## src/design/pcrc_pkg.sv

```systemverilog
package pcrc_pkg;
	// Register indexes; the AHB-Lite byte address is four times the index
	localparam logic [11:0] ADDR_CONTROL = 12'h640;
	localparam logic [11:0] ADDR_TAPS = 12'h642;
	localparam logic [11:0] ADDR_DATA = 12'h644;
	localparam logic [11:0] ADDR_RESULT = 12'h646;
	localparam logic [11:0] ADDR_IDLE = 12'h648;
	localparam logic [11:0] OFS_CONTROL = 12'h640;
	localparam logic [11:0] OFS_TAPS = 12'h650;
	localparam logic [11:0] OFS_DATA = 12'h660;
	localparam logic [11:0] OFS_RESULT = 12'h670;
	localparam logic [11:0] OFS_IDLE = 12'h680;
	// Control register field positions
	localparam int POS_IDLE_STOP = 13;
	localparam int POS_COUNT_LO = 8;
	localparam int POS_FULL = 7;
	localparam int POS_EMPTY = 6;
	localparam int POS_START = 4;
	localparam logic [15:0] CONTROL_WMASK = 16'h201f;
	localparam logic [15:0] RESET_TAPS = 16'h0000;
	localparam logic [15:0] RESET_DATA = 16'h0000;
	localparam logic [15:0] RESET_RESULT = 16'h0000;
	localparam logic [3:0] RESET_LEN = 4'h0;
	localparam logic [3:0] LEN_SPLIT = 4'h7;
	localparam logic [4:0] DEPTH_SHORT = 5'h10;
	localparam logic [4:0] DEPTH_LONG = 5'h08;
	localparam logic [4:0] BITS_PER_WORD = 5'h10;

	typedef struct packed {
		logic idle_stop;
		logic shifter_start;
		logic [3:0] poly_length_minus_one;
	} pcrc_ctrl_s;

	typedef enum logic [1:0] {PCRC_IDLE, PCRC_LOAD, PCRC_SHIFT} pcrc_state_e;
endpackage : pcrc_pkg

```

## src/design/pcrc_top.sv

```systemverilog
`timescale 1ns/1ps
// Notes on behaviour
// - Idle stop set halts unit during idle
// - Bits 12:8 report valid FIFO words
// - Depth 8 if length field above 7, else 16
// - Bit 7 full flag, resets 0
// - Bit 6 empty flag, resets 1
// - Start bit lets shifter take FIFO words, zero stops it after the word in progress
// - Length field is polynomial length minus one
// - Bits 15, 14, 5 read zero
// - Data writes push into input FIFO, dropped while it is full
// - Result register holds computed CRC
module pcrc_top #(
	parameter int FIFO_AW = 4
) (
	input wire logic hclk,
	input wire logic hresetn,
	input wire logic hsel,
	input wire logic [31:0] haddr,
	input wire logic [1:0] htrans,
	input wire logic hwrite,
	input wire logic [2:0] hsize,
	input wire logic [31:0] hwdata,
	input wire logic hready,
	output logic [31:0] hrdata,
	output logic hreadyout,
	output logic hresp,
	input wire logic idle_mode
);
	localparam int FIFO_DEPTH = 1 << FIFO_AW;

	pcrc_pkg::pcrc_ctrl_s ctrl;
	pcrc_pkg::pcrc_state_e state;
	pcrc_pkg::pcrc_state_e next_state;
	logic [15:0] taps;
	logic [15:0] data_in;
	logic [15:0] result;
	logic [4:0] count;
	logic [FIFO_AW-1:0] wr_ptr;
	logic [FIFO_AW-1:0] rd_ptr;
	logic [15:0] mem_rd;
	logic [15:0] shreg;
	logic [4:0] bit_cnt;
	logic idle_meta;
	logic idle_sync;
	logic dp_write;
	logic dp_read;
	logic [11:0] dp_addr;
	logic [4:0] depth_limit;
	logic fifo_full;
	logic fifo_empty;
	logic push;
	logic pop;
	logic halted;
	logic [15:0] control_rd;
	logic [15:0] read_word;
	logic addr_take;
	logic rd_pend;
	logic wr_control;
	logic wr_taps;
	logic wr_data;
	logic wr_result;
	logic shift_en;

	function automatic logic [15:0] crc_step(input logic [15:0] crc, input logic din,
		input logic [15:0] tp, input logic [3:0] len);
		logic fb;
		logic [15:0] nxt;
		fb = crc[len] ^ din;
		nxt = {crc[14:0], 1'b0};
		if (fb) begin
			nxt = nxt ^ tp;
		end
		nxt[0] = fb;
		return nxt;
	endfunction : crc_step

	// Register select on the word index carried in haddr[13:2]
	function automatic logic reg_hit(input logic [11:0] idx, input logic [11:0] reg_idx);
		return idx == reg_idx;
	endfunction : reg_hit

	function automatic logic [4:0] depth_for(input logic [3:0] len);
		return (len > pcrc_pkg::LEN_SPLIT) ? pcrc_pkg::DEPTH_LONG : pcrc_pkg::DEPTH_SHORT;
	endfunction : depth_for

	// Idle request comes from the power controller domain
	always_ff @(posedge hclk or negedge hresetn) begin
		if (!hresetn) begin
			idle_meta <= 1'b0;
			idle_sync <= 1'b0;
		end else begin
			idle_meta <= idle_mode;
			idle_sync <= idle_meta;
		end
	end

	assign halted = ctrl.idle_stop && idle_sync;

	// Address phase capture; haddr[13:2] is the register index
	assign addr_take = hready && hsel && htrans[1];

	always_ff @(posedge hclk or negedge hresetn) begin
		if (!hresetn) begin
			dp_write <= 1'b0;
			dp_read <= 1'b0;
			dp_addr <= 12'h000;
		end else if (hready) begin
			dp_write <= addr_take && hwrite;
			dp_read <= addr_take && !hwrite;
			dp_addr <= haddr[13:2];
		end
	end

	// One wait state on every read, so that a write landing
	// in the data phase just before is already visible
	always_ff @(posedge hclk or negedge hresetn) begin
		if (!hresetn) begin
			rd_pend <= 1'b0;
		end else if (rd_pend) begin
			rd_pend <= 1'b0;
		end else begin
			rd_pend <= addr_take && !hwrite;
		end
	end

	assign hreadyout = !rd_pend;
	assign hresp = 1'b0;

	assign wr_control = dp_write && reg_hit(dp_addr, pcrc_pkg::ADDR_CONTROL);
	assign wr_taps = dp_write && reg_hit(dp_addr, pcrc_pkg::ADDR_TAPS);
	assign wr_data = dp_write && reg_hit(dp_addr, pcrc_pkg::ADDR_DATA);
	assign wr_result = dp_write && reg_hit(dp_addr, pcrc_pkg::ADDR_RESULT);

	assign depth_limit = depth_for(ctrl.poly_length_minus_one);
	assign fifo_full = (count >= depth_limit);
	assign fifo_empty = (count == 5'h00);
	// Writes to a full FIFO are dropped so no word is overwritten
	assign push = wr_data && !fifo_full;
	assign pop = (state == pcrc_pkg::PCRC_IDLE) && ctrl.shifter_start && !fifo_empty && !halted;

	always_ff @(posedge hclk or negedge hresetn) begin
		if (!hresetn) begin
			ctrl <= '0;
			ctrl.poly_length_minus_one <= pcrc_pkg::RESET_LEN;
		end else if (wr_control) begin
			ctrl.idle_stop <= hwdata[pcrc_pkg::POS_IDLE_STOP];
			ctrl.shifter_start <= hwdata[pcrc_pkg::POS_START];
			ctrl.poly_length_minus_one <= hwdata[3:0];
		end
	end

	always_ff @(posedge hclk or negedge hresetn) begin
		if (!hresetn) begin
			taps <= pcrc_pkg::RESET_TAPS;
		end else if (wr_taps) begin
			taps <= {hwdata[15:1], 1'b0};
		end
	end

	always_ff @(posedge hclk or negedge hresetn) begin
		if (!hresetn) begin
			data_in <= pcrc_pkg::RESET_DATA;
		end else if (push) begin
			data_in <= hwdata[15:0];
		end
	end

	// FIFO pointers
	always_ff @(posedge hclk or negedge hresetn) begin
		if (!hresetn) begin
			wr_ptr <= '0;
			rd_ptr <= '0;
		end else begin
			if (push) begin
				wr_ptr <= wr_ptr + 1'b1;
			end
			if (pop) begin
				rd_ptr <= rd_ptr + 1'b1;
			end
		end
	end

	// Occupancy; a push and a pop in one cycle cancel
	always_ff @(posedge hclk or negedge hresetn) begin
		if (!hresetn) begin
			count <= 5'h00;
		end else begin
			if (push && !pop) begin
				count <= count + 5'h01;
			end else if (pop && !push) begin
				count <= count - 5'h01;
			end
		end
	end

	pcrc_word_mem #(
		.WIDTH(16),
		.DEPTH(FIFO_DEPTH),
		.AW(FIFO_AW)
	) u_mem (
		.hclk(hclk),
		.wr_en(push),
		.wr_addr(wr_ptr),
		.wr_data(hwdata[15:0]),
		.rd_addr(rd_ptr),
		.rd_data(mem_rd)
	);

	// Shifter sequencing: pop, wait one cycle for memory, then 16 shifts
	always_comb begin
		next_state = state;
		case (state)
			pcrc_pkg::PCRC_IDLE: begin
				if (pop) begin
					next_state = pcrc_pkg::PCRC_LOAD;
				end
			end
			pcrc_pkg::PCRC_LOAD: begin
				next_state = pcrc_pkg::PCRC_SHIFT;
			end
			pcrc_pkg::PCRC_SHIFT: begin
				if (!halted && bit_cnt == 5'h01) begin
					next_state = pcrc_pkg::PCRC_IDLE;
				end
			end
			default: begin
				next_state = pcrc_pkg::PCRC_IDLE;
			end
		endcase
	end

	always_ff @(posedge hclk or negedge hresetn) begin
		if (!hresetn) begin
			state <= pcrc_pkg::PCRC_IDLE;
		end else begin
			state <= next_state;
		end
	end

	assign shift_en = (state == pcrc_pkg::PCRC_SHIFT) && !halted;

	always_ff @(posedge hclk or negedge hresetn) begin
		if (!hresetn) begin
			shreg <= 16'h0000;
			bit_cnt <= 5'h00;
		end else if (state == pcrc_pkg::PCRC_LOAD) begin
			shreg <= mem_rd;
			bit_cnt <= pcrc_pkg::BITS_PER_WORD;
		end else if (shift_en) begin
			shreg <= {shreg[14:0], 1'b0};
			bit_cnt <= bit_cnt - 5'h01;
		end
	end

	// A software write to the result seeds the CRC; shifting wins if both
	always_ff @(posedge hclk or negedge hresetn) begin
		if (!hresetn) begin
			result <= pcrc_pkg::RESET_RESULT;
		end else if (shift_en) begin
			result <= crc_step(result, shreg[15], taps, ctrl.poly_length_minus_one);
		end else if (wr_result) begin
			result <= hwdata[15:0];
		end
	end

	always_comb begin
		control_rd = 16'h0000;
		control_rd[pcrc_pkg::POS_IDLE_STOP] = ctrl.idle_stop;
		control_rd[12:8] = count;
		control_rd[pcrc_pkg::POS_FULL] = fifo_full;
		control_rd[pcrc_pkg::POS_EMPTY] = fifo_empty;
		control_rd[pcrc_pkg::POS_START] = ctrl.shifter_start;
		control_rd[3:0] = ctrl.poly_length_minus_one;
	end

	always_comb begin
		read_word = 16'h0000;
		case (dp_addr)
			pcrc_pkg::ADDR_CONTROL: read_word = control_rd;
			pcrc_pkg::ADDR_TAPS: read_word = taps;
			pcrc_pkg::ADDR_DATA: read_word = data_in;
			pcrc_pkg::ADDR_RESULT: read_word = result;
			default: read_word = 16'h0000;
		endcase
	end

	// Read data loaded at the end of the wait state, then stands
	always_ff @(posedge hclk or negedge hresetn) begin
		if (!hresetn) begin
			hrdata <= 32'h00000000;
		end else if (rd_pend && dp_read) begin
			hrdata <= {16'h0000, read_word};
		end
	end
endmodule : pcrc_top

```

## src/design/pcrc_word_mem.sv

```systemverilog
`timescale 1ns/1ps
module pcrc_word_mem #(
	parameter int WIDTH = 16,
	parameter int DEPTH = 16,
	parameter int AW = 4
) (
	input wire logic hclk,
	input wire logic wr_en,
	input wire logic [AW-1:0] wr_addr,
	input wire logic [WIDTH-1:0] wr_data,
	input wire logic [AW-1:0] rd_addr,
	output logic [WIDTH-1:0] rd_data
);
	logic [WIDTH-1:0] store [DEPTH];

	always_ff @(posedge hclk) begin
		if (wr_en) begin
			store[wr_addr] <= wr_data;
		end
	end

	always_ff @(posedge hclk) begin
		rd_data <= store[rd_addr];
	end
endmodule : pcrc_word_mem

```

## config.mk

```make
export PLATFORM = sky130hd
export DESIGN_NAME = pcrc_top
export DESIGN_NICKNAME = d
export VERILOG_FILES = /design/src/design/pcrc_pkg.sv /design/src/design/pcrc_top.sv /design/src/design/pcrc_word_mem.sv
export SDC_FILE = /design/constraint.sdc
export NUM_CORES = 1
export LEC_CHECK = 0
export BUFFER_PORTS_ARGS = -buffer_cell sky130_fd_sc_hd__buf_2
export CORE_MARGIN = 4
export CORE_UTILIZATION = 30
export CTS_BUF_LIST = sky130_fd_sc_hd__clkbuf_16
export DETAILED_ROUTE_END_ITERATION = 8
export GPL_TIMING_DRIVEN = 0
export MAX_ROUTING_LAYER = met4
export PLACE_DENSITY = 0.56
export SLEW_MARGIN = 20
export SYNTH_ARGS = -nofsm -noshare
export SYNTH_HDL_FRONTEND = slang
export SYNTH_SLANG_ARGS = --single-unit
```

## constraint.sdc

```tcl
create_clock -name hclk -period 9.6 [get_ports hclk]
set_input_delay 1.92 -clock hclk [delete_from_list [all_inputs] [get_ports hclk]]
set_output_delay 1.92 -clock hclk [all_outputs]
set_load 0.1 [all_outputs]
```

==> impl_metrics.toml <==
[sta]
period_minus_slack_ns = 4.16
setup-tns-final_ns = 0
holdWs_ns = 0.345
max_freq_mhz = 240
rsz0062_at_grt = "no"
relSlewSlack_pct = 33.7
fin_worst_skew_ns = 0.0231
setup_violations = 0
worst_slew_pin_slew_ns = 0.992
finalCritPeriodShare_pct = 43.4
slew_violations = 0
hold_viol = 0

[drt]
via_per_inst = 4.86
avgRoutedWirePerCell_um = 20.9
drt_first_pass_iters = 5
wirelength_mm = 37.2
drtIter0Drc = 672
drtAntennaViolNets = 0
vias = 8647
route.detailed.drc = 0

[power_and_ir_drop]
ir_drop_mv = 0.194
comb_power_share_pct = 23.9
pwr-share-clk_pct = 32.8
power.internal_mw = 3.44
switchingPower_mw = 1.39
seqPwrFrac_pct = 43.3
p_leak_nw = 6.98
p_per_area_nw_per_um2 = 256
p_sw_share_pct = 28.8
power_mw = 4.84

[job]
maxCapViolCount = 0

[finish]
nets = 1144
drive_above_1_share_pct = 28.3
area_growth_pct = 17.5
fillers = 5035

[global_route]
antenna_found_initial = 2
grt_pass1_wl_mm = 56.7
grt_overflow = 0
grt_usage_pct = 13.5
grt_max_degree = 67
first_global_vias = 9073

[floorplan]
design.core.area_um2 = 52800
num_io_pins = 109
initial_core_util_pct = 30.4
rows = 84
dieArea_um2 = 57300
die_h_um = 239
die_w_um = 239

[critical_path]
cp_top_family = "simple AND/OR/NAND/NOR gates"
critPathArrivalTime_ns = 4.59
cp-start-kind = "flop"
worst-path-max-fanout = 10
path_cells = "nor4b_1 -> nand3_1 -> nor4_2 -> buf_2 -> ha_1 -> inv_1 -> fa_1 -> a21o_1 -> a21oi_1 -> xnor2_1 -> nor2_1 -> xor2_1"
endpoint_kind = "flop"
required_ns = 10.03
critPathBufInv = 2
critPathMaxStageDelay_ns = 0.82
critPathKind = "reg -> reg"
cpMaxStageDelayCell = "nor4_2"

[yosys]
synth_top_area_share_pct = 47.9
synth.distinct_cells = 48
yosysTopAreaCell = "edfxtp_1"
syn-cell-area_um2 = 16100
yosysMostFrequentCell = "edfxtp_1"
synth_area_leaders = "edfxtp_1, dfrtp_1, mux4_2"
syn_inst = 930
ys_ff_latch = 394
async_flop_share_pct = 31.0
synth_edf_count = 256
seq_area_frac_synth_pct = 68.9
yosys_warnings = 0
synth_area_per_cell_um2 = 17.3
synthTopCellsByCount = "edfxtp_1, dfrtp_1, mux4_2"
synth_ff_type = "edfxtp_1"

[clocking]
cts_setup_buffers = 0
tritoncts = "done"
cts_resized = 0
cts-htree-levels = 2
hold_buffers = 0
ctsRootBufferMaster = "clkbuf_16"
cts-buffers-inserted = 42
cts_buffer_depth = 3
clk_pin_slew_ns = 0.06
cts_sinks = 394
insertion_delay_ns = 0.56

[placement]
hpwl_mm = 24.7
gp_congestion = 0.781
port_buffers = 50

[hold_path]
hold_path_class = "reg -> reg"

[status]
status = "complete, no violations"
==> power by group through the flow <==
stage | combinational [mW] | clock (mW) | sequential, mW
after global routing | 1.27 | 1.72 | 2.11
after floorplan | 0.860 | 0 | 2.07
final | 1.16 | 1.59 | 2.09
after CTS | 1.19 | 1.63 | 2.09
after global placement | 1.16 | 0 | 2.12
after detailed placement | 1.19 | 0 | 2.12
==> final timing paths <==
path	startpoint	endpoint	slack, ns	cells after the start
worst max-delay path	dp_addr[7]	count[4]	5.44	12
worst min register to register	idle_meta	idle_sync	0.35	0
worst min-delay path	idle_meta	idle_sync	0.35	0
worst max register to register	dp_addr[7]	count[4]	5.44	12
max in group asynchronous	hresetn	shreg[6]	7.59	2
min in group asynchronous	hresetn	dp_addr[6]	1.29	1
==> cell usage in the layout, fill, tap and decap left out, types with 6 or more instances in the layout <==
master,count
dfxtp_1,16
mux2i_1,28
mux4_2,82
a22oi_1,18
buf_4,25
edfxtp_1,256
a221oi_1,6
a221o_1,10
nor2_1,14
nor2_2,8
conb_1,17
mux2_2,54
inv_1,26
buf_6,8
ha_1,11
dfrtp_1,122
clkbuf_1,32
clkinv_1,6
nand3b_1,17
o21ai_0,34
buf_2,53
clkbuf_16,42
a21oi_1,18
xnor2_1,9
nor2b_1,18
nand2_1,69
buf_1,10
==> state kept, by name, indices dropped and copies added (netlist names), 5 cells and up <==
| signal | count |
|---|---|
| hrdata | 16 |
| dp_addr | 12 |
| bit_cnt | 5 |
| taps | 15 |
| result | 16 |
| shreg | 16 |
| count | 5 |
| control_rd | 6 |
| data_in | 16 |
| u_mem.rd_data | 16 |
| u_mem.store | 256 |
==> layer usage <==
| layer | vias up | share of wire (%) | global-route usage, % | wire [um] |
|---|---|---|---|---|
| met3 | 58 | 4.4 | 2.23 | 1640 |
| met4 | 0 | 2.1 | 3.64 | 796 |
| met1 | 4534 | 46 | 18.3 | 17000 |
| met2 | 196 | 48 | 21.2 | 17700 |
| met5 | - | 0 | - | 0 |
| li1 | 3859 | - | - | - |
==> cells by family after synthesis <==
logic type,after synthesis,synth area share [%]
AOI/OAI and AO/OA,101,4.22
xor gates and xnor gates,13,0.709
adders and majority gates,12,0.982
buffers and inverters,79,2.44
DFF,394,68.9
muxes,168,17.7
other,1,0.0234
and+or+nand+nor,162,5.04
==> through the flow <==
| stage | setup WS [ns] | area (um^2) | instances | utilization (%) |
|---|---|---|---|---|
| CTS | 5.35 | 18900 | 1778 | 35.7 |
| finish | 5.44 | 18900 | 1780 | 35.7 |
| global placement | 4.06 | 17200 | 1684 | 32.7 |
| global route | 5.11 | 18900 | 1780 | 35.7 |
| detailed placement | 5.35 | 17500 | 1701 | 33.2 |
| floorplan | 6.06 | 16100 | 946 | - |
==> final cells by class <==
type	instances	area, um^2	area share (%)
antenna	2	5.00	0.0265
buffer	70	362	1.92
clock buffer	42	1050	5.57
clock inverter	35	299	1.59
inverter	9	33.8	0.179
multi-input combinational	473	4730	25.1
sequential	394	11100	58.6
tap	688	861	4.56
timing repair buffer	67	457	2.42
(Power assumes the default switching activity.)
